$ cat src/include/wdr_pkg.sv
// Package for the watchdog and reset control block.
// Assumes a 200 MHz system clock and a 32-bit classic Wishbone register bus.
package wdr_pkg;

  // ----------------------------------------------------------------
  // Register map (byte addresses)
  // ----------------------------------------------------------------
  localparam logic [7:0] WDR_ADR_WDOG_CTRL = 8'h00;
  localparam logic [7:0] WDR_ADR_RST_FLAGS = 8'h04;
  localparam logic [7:0] WDR_ADR_UV_CTRL = 8'h08;
  localparam logic [7:0] WDR_ADR_STATUS = 8'h0C;
  localparam logic [7:0] WDR_ADR_PORT_DATA = 8'h10;
  localparam logic [7:0] WDR_ADR_PORT_DIR = 8'h14;

  // ----------------------------------------------------------------
  // Fields, codes and reset values
  // ----------------------------------------------------------------
  localparam logic [7:0] WDR_WDOG_CTRL_POR = 8'h53;
  localparam logic [4:0] WDR_WKEY_DISABLE = 5'h15;
  localparam logic [4:0] WDR_WKEY_ENABLE = 5'h0A;
  localparam logic [7:0] WDR_UV_CTRL_POR = 8'h5A;
  localparam logic [7:0] WDR_UKEY_FIXED = 8'h5A;
  localparam logic [7:0] WDR_UKEY_DISABLE = 8'hA5;
  localparam logic [7:0] WDR_PORT_POR = 8'hFF;
  localparam int WDR_KEY_LSB = 3;
  localparam int WDR_PERIOD_BASE_LOG2 = 8;
  localparam int WDR_WDOG_CNT_W = 16;
  localparam int WDR_FLAG_WDOG_BIT = 0;
  localparam int WDR_FLAG_LVCTRL_BIT = 1;
  localparam int WDR_FLAG_UV_BIT = 2;
  localparam int WDR_STAT_EXPIRY_BIT = 0;
  localparam int WDR_STAT_PDOWN_BIT = 1;

  // ----------------------------------------------------------------
  // Timing
  // ----------------------------------------------------------------
  localparam int WDR_CLK_PERIOD_PS = 5000;
  localparam int WDR_SRESET_DELAY_NS = 1000;
  localparam int WDR_UV_MIN_NS = 120000;
  localparam int WDR_SRESET_CYC =
    (WDR_SRESET_DELAY_NS * 1000 + WDR_CLK_PERIOD_PS - 1) / WDR_CLK_PERIOD_PS;
  localparam int WDR_UV_MIN_CYC =
    (WDR_UV_MIN_NS * 1000 + WDR_CLK_PERIOD_PS - 1) / WDR_CLK_PERIOD_PS;

  // ----------------------------------------------------------------
  // Types
  // ----------------------------------------------------------------
  typedef enum logic [1:0] {KEY_ON, KEY_OFF, KEY_BAD} wdr_key_t;

  typedef struct packed {
    logic cyc;
    logic stb;
    logic we;
    logic [7:0] adr;
    logic [3:0] sel;
    logic [31:0] dat;
  } wdr_wb_req_t;

  typedef struct packed {
    logic wdog_ctrl_reset_flag;
    logic lv_ctrl_reset_flag;
    logic undervoltage_reset_flag;
  } wdr_src_t;

  typedef struct packed {
    logic expiry_flag;
    logic powerdown_flag;
  } wdr_stat_t;

endpackage

$ cat src/rtl/wdr_top.sv
// Watchdog timer with guarded keys, reset source flags and undervoltage
// reset qualification, as a classic Wishbone slave.
// Assumes slow oscillator, core events and supply monitor are synchronous
// to mclk_in; sys_rst_in is the power-on reset.
//
// Operation
// [RULE_01] Key 10101 disables the watchdog, key 01010 enables it.
// [RULE_02] Any other watchdog key resets the device after delay, setting its flag.
// [RULE_03] After power-on the watchdog key holds the enable code.
// [RULE_04] Period select picks 2^8 to 2^15 slow oscillator periods.
// [RULE_05] Watchdog control register powers up as 0x53.
// [RULE_06] Watchdog key flag set by hardware, cleared only by software, zero at power-on.
// [RULE_07] Reset flag bits 7 to 3 read as zero.
// [RULE_08] Overflow while running gives full device reset and sets expiry flag.
// [RULE_09] Overflow in low power sets expiry and powerdown, resets only PC and SP.
// [RULE_10] Counter cleared by key reset, clear instruction or stop instruction.
// [RULE_11] Power-on reset sets program counter to zero.
// [RULE_12] Power-on reset sets port data and direction registers to all ones.
// [RULE_13] Enabled undervoltage detection in running modes resets and sets its flag.
// [RULE_14] Low supply must persist longer than minimum duration to act.
// [RULE_15] Undervoltage key other than two codes resets after delay, sets its flag.
// [RULE_16] Undervoltage control powers up with the fixed threshold code.
// [RULE_17] Undervoltage detection disabled in sleep or idle.
// [RULE_18] Stop sets powerdown flag; power-up or clear instruction clears it.
// [RULE_19] Entering low power clears the watchdog; it resumes only if enabled.
// [RULE_20] Counter steps per slow oscillator cycle, overflows at selected count, restarts.
//
// The Wishbone slave port and the register offsets were chosen for this implementation.
`timescale 1ns/1ps
module wdr_top
  import wdr_pkg::*;
#(
  parameter int SRESET_CYC = WDR_SRESET_CYC,
  parameter int UV_MIN_CYC = WDR_UV_MIN_CYC
) (
  // Clock and reset
  input wire logic mclk_in,
  input wire logic sys_rst_in,
  // Wishbone slave
  input wire wdr_wb_req_t wb_req_in,
  output logic wb_ack_out,
  output logic [31:0] wb_dat_out,
  // Core events and levels
  input wire logic slow_osc_in,
  input wire logic clear_wdog_in,
  input wire logic stop_in,
  input wire logic low_power_in,
  input wire logic low_supply_in,
  // Reset actions
  output logic device_reset_out,
  output logic pc_sp_clear_out,
  output wdr_stat_t status_out,
  output logic [7:0] port_data_out,
  output logic [7:0] port_dir_out
);

  // ----------------------------------------------------------------
  // Helpers
  // ----------------------------------------------------------------
  function automatic logic [WDR_WDOG_CNT_W-1:0] period_last(input logic [2:0] sel);
    logic [WDR_WDOG_CNT_W:0] full;
    full = '0;
    full[WDR_PERIOD_BASE_LOG2 + int'(sel)] = 1'b1;
    period_last = WDR_WDOG_CNT_W'(full - 1'b1);
  endfunction

  function automatic wdr_key_t wkey_decode(input logic [4:0] key);
    if (key == WDR_WKEY_ENABLE) begin
      wkey_decode = KEY_ON;
    end else if (key == WDR_WKEY_DISABLE) begin
      wkey_decode = KEY_OFF;
    end else begin
      wkey_decode = KEY_BAD;
    end
  endfunction

  function automatic wdr_key_t ukey_decode(input logic [7:0] key);
    if (key == WDR_UKEY_FIXED) begin
      ukey_decode = KEY_ON;
    end else if (key == WDR_UKEY_DISABLE) begin
      ukey_decode = KEY_OFF;
    end else begin
      ukey_decode = KEY_BAD;
    end
  endfunction

  localparam int SR_W = $clog2(SRESET_CYC + 1);
  localparam int UV_W = $clog2(UV_MIN_CYC + 2);
  localparam logic [SR_W-1:0] SR_LAST = SR_W'(SRESET_CYC - 1);
  localparam logic [UV_W-1:0] UV_FIRE = UV_W'(UV_MIN_CYC);

  // ----------------------------------------------------------------
  // State
  // ----------------------------------------------------------------
  logic [7:0] wdog_ctrl;
  logic [7:0] uv_ctrl;
  wdr_src_t src;
  wdr_stat_t stat;
  logic [WDR_WDOG_CNT_W-1:0] wdog_cnt;
  logic slow_q;
  logic low_power_q;
  logic [SR_W-1:0] wkey_cnt;
  logic [SR_W-1:0] ukey_cnt;
  logic [UV_W-1:0] uv_cnt;
  logic uv_done;
  logic wkey_fire;
  logic ukey_fire;
  logic uv_fire;
  logic wdog_ovf;
  wdr_key_t wkey;
  wdr_key_t ukey;

  logic bus_req;
  logic bus_wr;
  logic wr_wdog;
  logic wr_uv;
  logic wr_flags;
  logic wr_pdata;
  logic wr_pdir;
  logic slow_tick;
  logic full_reset;
  logic low_power_entry;

  assign bus_req = wb_req_in.cyc && wb_req_in.stb && !wb_ack_out;
  assign bus_wr = bus_req && wb_req_in.we && wb_req_in.sel[0];
  assign wr_wdog = bus_wr && (wb_req_in.adr == WDR_ADR_WDOG_CTRL);
  assign wr_flags = bus_wr && (wb_req_in.adr == WDR_ADR_RST_FLAGS);
  assign wr_uv = bus_wr && (wb_req_in.adr == WDR_ADR_UV_CTRL);
  assign wr_pdata = bus_wr && (wb_req_in.adr == WDR_ADR_PORT_DATA);
  assign wr_pdir = bus_wr && (wb_req_in.adr == WDR_ADR_PORT_DIR);

  assign wkey = wkey_decode(wdog_ctrl[7:WDR_KEY_LSB]);
  assign ukey = ukey_decode(uv_ctrl);
  assign slow_tick = slow_osc_in && !slow_q;
  assign low_power_entry = low_power_in && !low_power_q;
  // A clear, stop or low-power entry on the same tick wins over the overflow
  assign wdog_ovf = (wkey == KEY_ON) && slow_tick && !low_power_entry && !clear_wdog_in &&
    !stop_in && (wdog_cnt == period_last(wdog_ctrl[WDR_KEY_LSB-1:0])); // RULE_20 RULE_04
  assign full_reset = wkey_fire || ukey_fire || uv_fire || (wdog_ovf && !low_power_in);

  // ----------------------------------------------------------------
  // Wishbone slave
  // ----------------------------------------------------------------
  always_ff @(posedge mclk_in) begin
    if (sys_rst_in) begin
      wb_ack_out <= 1'b0;
    end else begin
      wb_ack_out <= bus_req;
    end
  end

  always_ff @(posedge mclk_in) begin
    if (sys_rst_in) begin
      wb_dat_out <= '0;
    end else if (bus_req && !wb_req_in.we) begin
      wb_dat_out <= '0;
      unique case (wb_req_in.adr)
        WDR_ADR_WDOG_CTRL: wb_dat_out[7:0] <= wdog_ctrl;
        WDR_ADR_RST_FLAGS: begin
          wb_dat_out[WDR_FLAG_WDOG_BIT] <= src.wdog_ctrl_reset_flag; // RULE_07
          wb_dat_out[WDR_FLAG_LVCTRL_BIT] <= src.lv_ctrl_reset_flag;
          wb_dat_out[WDR_FLAG_UV_BIT] <= src.undervoltage_reset_flag;
        end
        WDR_ADR_UV_CTRL: wb_dat_out[7:0] <= uv_ctrl;
        WDR_ADR_STATUS: begin
          wb_dat_out[WDR_STAT_EXPIRY_BIT] <= stat.expiry_flag;
          wb_dat_out[WDR_STAT_PDOWN_BIT] <= stat.powerdown_flag;
        end
        WDR_ADR_PORT_DATA: wb_dat_out[7:0] <= port_data_out;
        WDR_ADR_PORT_DIR: wb_dat_out[7:0] <= port_dir_out;
        default: wb_dat_out <= '0;
      endcase
    end
  end

  // ----------------------------------------------------------------
  // Control registers
  // ----------------------------------------------------------------
  always_ff @(posedge mclk_in) begin
    if (sys_rst_in) begin
      wdog_ctrl <= WDR_WDOG_CTRL_POR; // RULE_03 RULE_05
    end else if (wkey_fire) begin
      wdog_ctrl <= WDR_WDOG_CTRL_POR;
    end else if (wr_wdog) begin
      wdog_ctrl <= wb_req_in.dat[7:0];
    end
  end

  always_ff @(posedge mclk_in) begin
    if (sys_rst_in) begin
      uv_ctrl <= WDR_UV_CTRL_POR; // RULE_16
    end else if (ukey_fire) begin
      uv_ctrl <= WDR_UV_CTRL_POR;
    end else if (wr_uv) begin
      uv_ctrl <= wb_req_in.dat[7:0];
    end
  end

  // Port registers come up as inputs on every full reset
  always_ff @(posedge mclk_in) begin
    if (sys_rst_in || full_reset) begin
      port_data_out <= WDR_PORT_POR; // RULE_12
      port_dir_out <= WDR_PORT_POR; // RULE_12
    end else begin
      if (wr_pdata) begin
        port_data_out <= wb_req_in.dat[7:0];
      end
      if (wr_pdir) begin
        port_dir_out <= wb_req_in.dat[7:0];
      end
    end
  end

  // ----------------------------------------------------------------
  // Software reset delays for bad keys
  // ----------------------------------------------------------------
  always_ff @(posedge mclk_in) begin
    if (sys_rst_in || wkey != KEY_BAD) begin
      wkey_cnt <= '0;
      wkey_fire <= 1'b0;
    end else begin
      // One pulse: the key register is restored on the firing cycle
      wkey_fire <= (wkey_cnt == SR_LAST) && !wkey_fire; // RULE_02
      if (wkey_cnt != SR_LAST) begin
        wkey_cnt <= wkey_cnt + 1'b1;
      end
    end
  end

  always_ff @(posedge mclk_in) begin
    if (sys_rst_in || ukey != KEY_BAD) begin
      ukey_cnt <= '0;
      ukey_fire <= 1'b0;
    end else begin
      // One pulse: the key register is restored on the firing cycle
      ukey_fire <= (ukey_cnt == SR_LAST) && !ukey_fire; // RULE_15
      if (ukey_cnt != SR_LAST) begin
        ukey_cnt <= ukey_cnt + 1'b1;
      end
    end
  end

  // ----------------------------------------------------------------
  // Undervoltage qualification
  // ----------------------------------------------------------------
  // Any gap in the low-supply level restarts the qualification
  always_ff @(posedge mclk_in) begin
    if (sys_rst_in || !low_supply_in || ukey != KEY_ON || low_power_in) begin // RULE_17
      uv_cnt <= '0; // RULE_14
      uv_done <= 1'b0;
      uv_fire <= 1'b0;
    end else begin
      uv_fire <= 1'b0;
      if (uv_cnt != UV_FIRE) begin
        uv_cnt <= uv_cnt + 1'b1;
      end else if (!uv_done) begin
        uv_fire <= 1'b1; // RULE_13
        uv_done <= 1'b1;
      end
    end
  end

  // ----------------------------------------------------------------
  // Watchdog counter
  // ----------------------------------------------------------------
  always_ff @(posedge mclk_in) begin
    if (sys_rst_in) begin
      slow_q <= 1'b0;
      low_power_q <= 1'b0;
    end else begin
      slow_q <= slow_osc_in;
      low_power_q <= low_power_in;
    end
  end

  always_ff @(posedge mclk_in) begin
    if (sys_rst_in || full_reset || wdog_ovf) begin
      wdog_cnt <= '0; // RULE_10 RULE_20
    end else if (clear_wdog_in || stop_in || low_power_entry) begin
      wdog_cnt <= '0; // RULE_10 RULE_19
    end else if (wkey == KEY_ON && slow_tick) begin
      wdog_cnt <= wdog_cnt + 1'b1; // RULE_01 RULE_19
    end
  end

  // ----------------------------------------------------------------
  // Status and reset source flags
  // ----------------------------------------------------------------
  always_ff @(posedge mclk_in) begin
    if (sys_rst_in) begin
      stat <= '0; // RULE_18
    end else begin
      if (clear_wdog_in) begin
        stat.powerdown_flag <= 1'b0; // RULE_18
      end
      if (stop_in) begin
        stat.powerdown_flag <= 1'b1; // RULE_18
        stat.expiry_flag <= 1'b0;
      end
      if (wdog_ovf) begin
        stat.expiry_flag <= 1'b1; // RULE_08
        if (low_power_in) begin
          stat.powerdown_flag <= 1'b1; // RULE_09
        end
      end
    end
  end

  assign status_out = stat;

  // Software clears with a written 0; a hardware set in the same cycle wins
  always_ff @(posedge mclk_in) begin
    if (sys_rst_in) begin
      src <= '0; // RULE_06
    end else begin
      if (wr_flags && !wb_req_in.dat[WDR_FLAG_WDOG_BIT]) begin
        src.wdog_ctrl_reset_flag <= 1'b0;
      end
      if (wr_flags && !wb_req_in.dat[WDR_FLAG_LVCTRL_BIT]) begin
        src.lv_ctrl_reset_flag <= 1'b0;
      end
      if (wr_flags && !wb_req_in.dat[WDR_FLAG_UV_BIT]) begin
        src.undervoltage_reset_flag <= 1'b0;
      end
      if (wkey_fire) begin
        src.wdog_ctrl_reset_flag <= 1'b1; // RULE_02 RULE_06
      end
      if (ukey_fire) begin
        src.lv_ctrl_reset_flag <= 1'b1; // RULE_15
      end
      if (uv_fire) begin
        src.undervoltage_reset_flag <= 1'b1; // RULE_13
      end
    end
  end

  // ----------------------------------------------------------------
  // Reset outputs
  // ----------------------------------------------------------------
  always_ff @(posedge mclk_in) begin
    if (sys_rst_in) begin
      device_reset_out <= 1'b0;
      pc_sp_clear_out <= 1'b1; // RULE_11
    end else begin
      device_reset_out <= full_reset; // RULE_08
      // Low-power overflow clears only the program counter and stack pointer
      pc_sp_clear_out <= full_reset || wdog_ovf; // RULE_09 RULE_11
    end
  end

endmodule

$ cat config.mk
export PLATFORM = sky130hd
export DESIGN_NAME = wdr_top
export DESIGN_NICKNAME = d
export VERILOG_FILES = /design/src/include/wdr_pkg.sv /design/src/rtl/wdr_top.sv
export SDC_FILE = /design/constraint.sdc
export NUM_CORES = 1
export LEC_CHECK = 0
export ABC_AREA = 1
export BUFFER_PORTS_ARGS = -buffer_cell sky130_fd_sc_hd__buf_4
export CAP_MARGIN = 20
export CORE_MARGIN = 3
export CORE_UTILIZATION = 50
export CTS_BUF_LIST = sky130_fd_sc_hd__clkbuf_8
export CTS_CLUSTER_SIZE = 25
export DETAILED_ROUTE_END_ITERATION = 7
export GPL_TIMING_DRIVEN = 1
export PLACE_DENSITY = 0.74
export SKIP_LAST_GASP = 1
export SLEW_MARGIN = 10
export SYNTH_ARGS = -nofsm -noshare
export SYNTH_HDL_FRONTEND = slang
export SYNTH_SLANG_ARGS = --single-unit
export TNS_END_PERCENT = 20
$ cat constraint.sdc
create_clock -name mclk_in -period 4.8 [get_ports mclk_in]
set_input_delay 0.24 -clock mclk_in [delete_from_list [all_inputs] [get_ports mclk_in]]
set_output_delay 0.24 -clock mclk_in [all_outputs]
set_load 0.02 [all_outputs]
==> flow_summary.html <==
<table>
<tr><th>Metric</th><th>Value</th></tr>
<tr><th colspan="2">Outcome</th></tr>
<tr><td>Status</td><td>finished, final reports clean</td></tr>
<tr><th colspan="2">Worst setup path</th></tr>
<tr><td>Worst flop-to-flop path endpoint</td><td>port_dir_out[2]$_SDFFE_PP1P_</td></tr>
<tr><td>Setup slack, reg-to-reg</td><td>2640 ps</td></tr>
<tr><td>Worst r2r src</td><td>low_power_q$_SDFF_PP0_</td></tr>
<tr><td>Crit end category</td><td>register</td></tr>
<tr><td>Critical path launch point</td><td>low_power_q$_SDFF_PP0_</td></tr>
<tr><td>Number of cells traversed by the worst register-to-register path</td><td>10</td></tr>
<tr><td>Top fanout value on the critical path</td><td>17</td></tr>
<tr><td>Worst Path Required</td><td>between 5000 and 6000 ps</td></tr>
<tr><td>Kind of critical path</td><td>register to register</td></tr>
<tr><td>CP arrival</td><td>between 2000 and 2500 ps</td></tr>
<tr><td>Kind of start point of the critical path</td><td>register</td></tr>
<tr><td>Worst setup endpoint</td><td>port_dir_out[2]$_SDFFE_PP1P_</td></tr>
<tr><th colspan="2">Logic synthesis</th></tr>
<tr><td>Cell variety after synth</td><td>40</td></tr>
<tr><td>Top cells by area in the synthesized netlist</td><td>sky130_fd_sc_hd__dfxtp_1 (40%), sky130_fd_sc_hd__nand2_1 (9.3%), sky130_fd_sc_hd__inv_1 (6.6%)</td></tr>
<tr><td>Prevailing post-synth register cell</td><td>sky130_fd_sc_hd__dfxtp_1</td></tr>
<tr><td>Leading area contributor after synthesis</td><td>sky130_fd_sc_hd__dfxtp_1</td></tr>
<tr><td>Synthesized instance count</td><td>~680</td></tr>
<tr><td>Netlist area before placement</td><td>0.00510 mm²</td></tr>
<tr><td>Area share of the largest cell type after synthesis</td><td>between 30% and 40%</td></tr>
<tr><td>Post-synth EDFFs</td><td>0</td></tr>
<tr><td>Synthesized flop and latch total</td><td>just over 100</td></tr>
<tr><td>Sequential cell area fraction in the yosys report</td><td>between 30% and 40%</td></tr>
<tr><td>Synth Area per Inst</td><td>between 7 and 8 µm²</td></tr>
<tr><td>Async SR Flop Fraction</td><td>0%</td></tr>
<tr><td>Yosys warning total</td><td>0</td></tr>
<tr><th colspan="2">Clock tree</th></tr>
<tr><td>Cts repair resizes</td><td>0</td></tr>
<tr><td>TritonCTS buffer count</td><td>9</td></tr>
<tr><td>Count of hold buffers inserted by post-cts repair</td><td>0</td></tr>
<tr><td>Buffer type at the clock tree root</td><td>sky130_fd_sc_hd__clkbuf_8</td></tr>
<tr><td>Sink count of the clock tree</td><td>a little over 100</td></tr>
<tr><td>Setup repair bufs after CTS</td><td>0</td></tr>
<tr><td>Clock tree from TritonCTS</td><td>yes</td></tr>
<tr><td>Insertion delay to the later sink of the worst-skew pair</td><td>370 ps</td></tr>
<tr><td>Clock transition at path regs</td><td>roughly 100 ps</td></tr>
<tr><td>Number of H-tree levels</td><td>3</td></tr>
<tr><td>Max Buffers Root-to-Sink</td><td>2</td></tr>
<tr><th colspan="2">Final layout</th></tr>
<tr><td>Post-synthesis to final-layout area growth</td><td>11.2%</td></tr>
<tr><td>Layout filler cell count</td><td>a little over 900</td></tr>
<tr><td>Share of cells above drive strength 1</td><td>approximately 15%</td></tr>
<tr><td>Commonest cells after routing, fill and taps aside</td><td>sky130_fd_sc_hd__nand2_1 (126), sky130_fd_sc_hd__dfxtp_1 (101), sky130_fd_sc_hd__inv_1 (90)</td></tr>
<tr><td>Post-layout util</td><td>between 50% and 60%</td></tr>
<tr><td>Most common cell after layout, fill and taps aside</td><td>sky130_fd_sc_hd__nand2_1</td></tr>
<tr><td>Area taken by flip-flops and latches</td><td>around 0.0020 mm²</td></tr>
<tr><td>Antenna cell count</td><td>0</td></tr>
<tr><td>Net total in the final layout</td><td>792</td></tr>
<tr><td>Area occupied by multi-input gates</td><td>0.00253 mm²</td></tr>
<tr><th colspan="2">Floorplanning</th></tr>
<tr><td>Starting Density</td><td>51.7%</td></tr>
<tr><td>Core Region</td><td>~0.0099 mm²</td></tr>
<tr><td>Full die area</td><td>~0.011 mm²</td></tr>
<tr><td>Boundary Pins</td><td>107</td></tr>
<tr><td>Overall die width</td><td>107 µm</td></tr>
<tr><td>Placement Rows</td><td>36</td></tr>
<tr><td>Die Span Y</td><td>around 110 µm</td></tr>
<tr><th colspan="2">STA</th></tr>
<tr><td>Actual transition at the worst max-transition pin</td><td>approximately 780 ps</td></tr>
<tr><td>Clk_skew</td><td>between 15 and 20 ps</td></tr>
<tr><td>Fin crit share</td><td>roughly 45%</td></tr>
<tr><td>Count of pins over their slew limit</td><td>0</td></tr>
<tr><td>Fmax</td><td>about 0.46 GHz</td></tr>
<tr><td>Number of endpoints failing setup at the final stage</td><td>0</td></tr>
<tr><td>Final-layout worst hold slack</td><td>108 ps</td></tr>
<tr><td>Shortest period the worst path allows</td><td>2160 ps</td></tr>
<tr><td>Relative slew slack</td><td>between 40% and 50%</td></tr>
<tr><td>Slack of the critical path</td><td>2640 ps</td></tr>
<tr><td>Final hold viol count</td><td>0</td></tr>
<tr><td>Final-layout setup total negative slack</td><td>0 ps</td></tr>
<tr><td>Unrepaired setup endpoints after global routing</td><td>false</td></tr>
<tr><th colspan="2">Global routing</th></tr>
<tr><td>Grt ovf</td><td>0</td></tr>
<tr><td>Maximum number of pins on one net before global-route repair</td><td>18</td></tr>
<tr><td>Aggregate global-route resource usage</td><td>21.0%</td></tr>
<tr><td>Global-route wire length before repair</td><td>between 15 and 20 mm</td></tr>
<tr><td>Antenna violations before repair</td><td>0</td></tr>
<tr><td>Vias in the first global route</td><td>4388</td></tr>
<tr><th colspan="2">Power</th></tr>
<tr><td>Total power density per cell area</td><td>255 mW/mm²</td></tr>
<tr><td>Worst ir drop on vdd</td><td>0.131 mV</td></tr>
<tr><td>Overall power of the completed layout</td><td>about 1.4 mW</td></tr>
<tr><td>Leakage Power</td><td>approximately 2.3 nW</td></tr>
<tr><th colspan="2">Route</th></tr>
<tr><td>DR WL/cell</td><td>roughly 13 µm</td></tr>
<tr><td>Mean number of vias per cell</td><td>about 5.2</td></tr>
<tr><td>Number of vias after detailed routing</td><td>approximately 4600</td></tr>
<tr><td># DRC</td><td>0</td></tr>
<tr><td>DRT Wirelength</td><td>~12 mm</td></tr>
<tr><td>Violation count after the first detailed-route iteration</td><td>between 200 and 250</td></tr>
<tr><td>Drt first pass iters</td><td>4</td></tr>
<tr><td>Count of antenna-violating nets left after detailed routing</td><td>0</td></tr>
<tr><th colspan="2">Hold path</th></tr>
<tr><td>Hold crit path type</td><td>input port to register</td></tr>
<tr><td>Hold Path Origin</td><td>wb_req_in[4]</td></tr>
<tr><th colspan="2">Placed design</th></tr>
<tr><td>Final HPWL DP</td><td>a little under 9 mm</td></tr>
<tr><td>Final RePlAce weighted congestion</td><td>approximately 0.90</td></tr>
<tr><td>Count of buffers from port buffering</td><td>between 50 and 60</td></tr>
<tr><td>Pre-CTS setup slack</td><td>approximately 2600 ps</td></tr>
<tr><th colspan="2">Run</th></tr>
<tr><td>Max-cap violations</td><td>0</td></tr>
</table>
==> cell usage after synthesis (5+ instances only) <==
library cell               count
sky130_fd_sc_hd__o21ai_0      29
sky130_fd_sc_hd__inv_1        90
sky130_fd_sc_hd__nor3_1       30
sky130_fd_sc_hd__nor2_2        8
sky130_fd_sc_hd__mux2i_1       5
sky130_fd_sc_hd__o211ai_2     11
sky130_fd_sc_hd__o211ai_1     14
sky130_fd_sc_hd__nand3_1      35
sky130_fd_sc_hd__nand2_1     126
sky130_fd_sc_hd__nor2_1       61
sky130_fd_sc_hd__nor3_2        9
sky130_fd_sc_hd__ha_1          5
sky130_fd_sc_hd__nand4_1      18
sky130_fd_sc_hd__a21oi_1      45
sky130_fd_sc_hd__nand2_2       5
sky130_fd_sc_hd__dfxtp_1     101
sky130_fd_sc_hd__xor2_1       15
sky130_fd_sc_hd__buf_4        29
==> per-stage QoR <==
stage / instances / instance area [µm²]
2_1_floorplan: 704 / 5190
3_3_place_gp: 855 / 5490
3_5_place_dp: 855 / 5490
4_1_cts: 870 / 5670
5_1_grt: 870 / 5670
6_report: 870 / 5670
==> area by class of cell <==
type / count / area share (%)
sequential: 101 / 35.7
clock buffer: 10 / 2.43
clock inverter: 5 / 0.772
inverter: 94 / 6.22
timing repair buffer: 55 / 7.28
multi-input combinational: 472 / 44.7
tap: 133 / 2.93
==> power breakdown <==
group / internal [mW] / switching, mW
Combinational: 0.0279 / 0.0659
Clock: 0.206 / 0.301
Sequential: 0.841 / 0.00284
Total: 1.08 / 0.369
==> worst max-delay path: stages, from the launching register on <==
cell and delay (ps):
sky130_fd_sc_hd__dfxtp_1 310, sky130_fd_sc_hd__inv_1 40, sky130_fd_sc_hd__nand2_1 40, sky130_fd_sc_hd__nand2_1 570, sky130_fd_sc_hd__nor2_1 120, sky130_fd_sc_hd__nand3_1 130
sky130_fd_sc_hd__nor2_2 60, sky130_fd_sc_hd__nand3_4 80, sky130_fd_sc_hd__nand2_2 70, sky130_fd_sc_hd__nor2_4 430, sky130_fd_sc_hd__o211ai_1 180
==> per-layer routing <==
metal / GRT usage [%] / share of wire (%) / vias up
li1: - / - / 2308
met1: 27.2 / 46 / 2089
met2: 34.9 / 47 / 138
met3: 4.58 / 5.9 / 16
met4: 6.48 / 1.5 / 0
met5: 0 / 0 / -
==> cells by family (layout without fill, tap and decap cells) <==
kind of cell | count (synthesis) | count (layout) | share of synthesized area [%]
mux | 5 | 5 | 0.981
simple gates | 302 | 302 | 27.8
buf+inv | 131 | 164 | 12.4
other cells | 1 | 24 | 0.0735
flops | 101 | 101 | 39.6
fa+ha+maj | 5 | 5 | 1.23
compound gates | 118 | 118 | 14.8
xor+xnor | 18 | 18 | 3.09
==> sequential cells by signal (all words and copies together), names as in the netlist <==
name / flops
wkey_cnt: 8
uv_done: 1
device_reset_out: 1
wdog_ctrl: 8
pc_sp_clear_out: 1
src: 3
wdog_cnt: 16
port_dir_out: 8
low_power_q: 1
status_out: 2
slow_q: 1
wb_ack_out: 1
uv_ctrl: 8
ukey_fire: 1
ukey_cnt: 8
uv_fire: 1
wkey_fire: 1
wb_dat_out: 8
port_data_out: 8
uv_cnt: 15
==> how the worst min path moves through the flow <==
stage | endpoint | cells past startpoint | slack, ps
final | uv_ctrl[4]$_SDFFE_PP1P_ | 3 | 110
after global routing | uv_ctrl[1]$_SDFFE_PP1P_ | 3 | 100
after CTS | uv_ctrl[1]$_SDFFE_PP1P_ | 3 | 100
after detailed placement | uv_fire$_SDFF_PP0_ | 1 | 430
after global placement | uv_fire$_SDFF_PP0_ | 1 | 430
after floorplan | slow_q$_SDFF_PP0_ | 2 | 350
(Power assumes the default switching activity.)
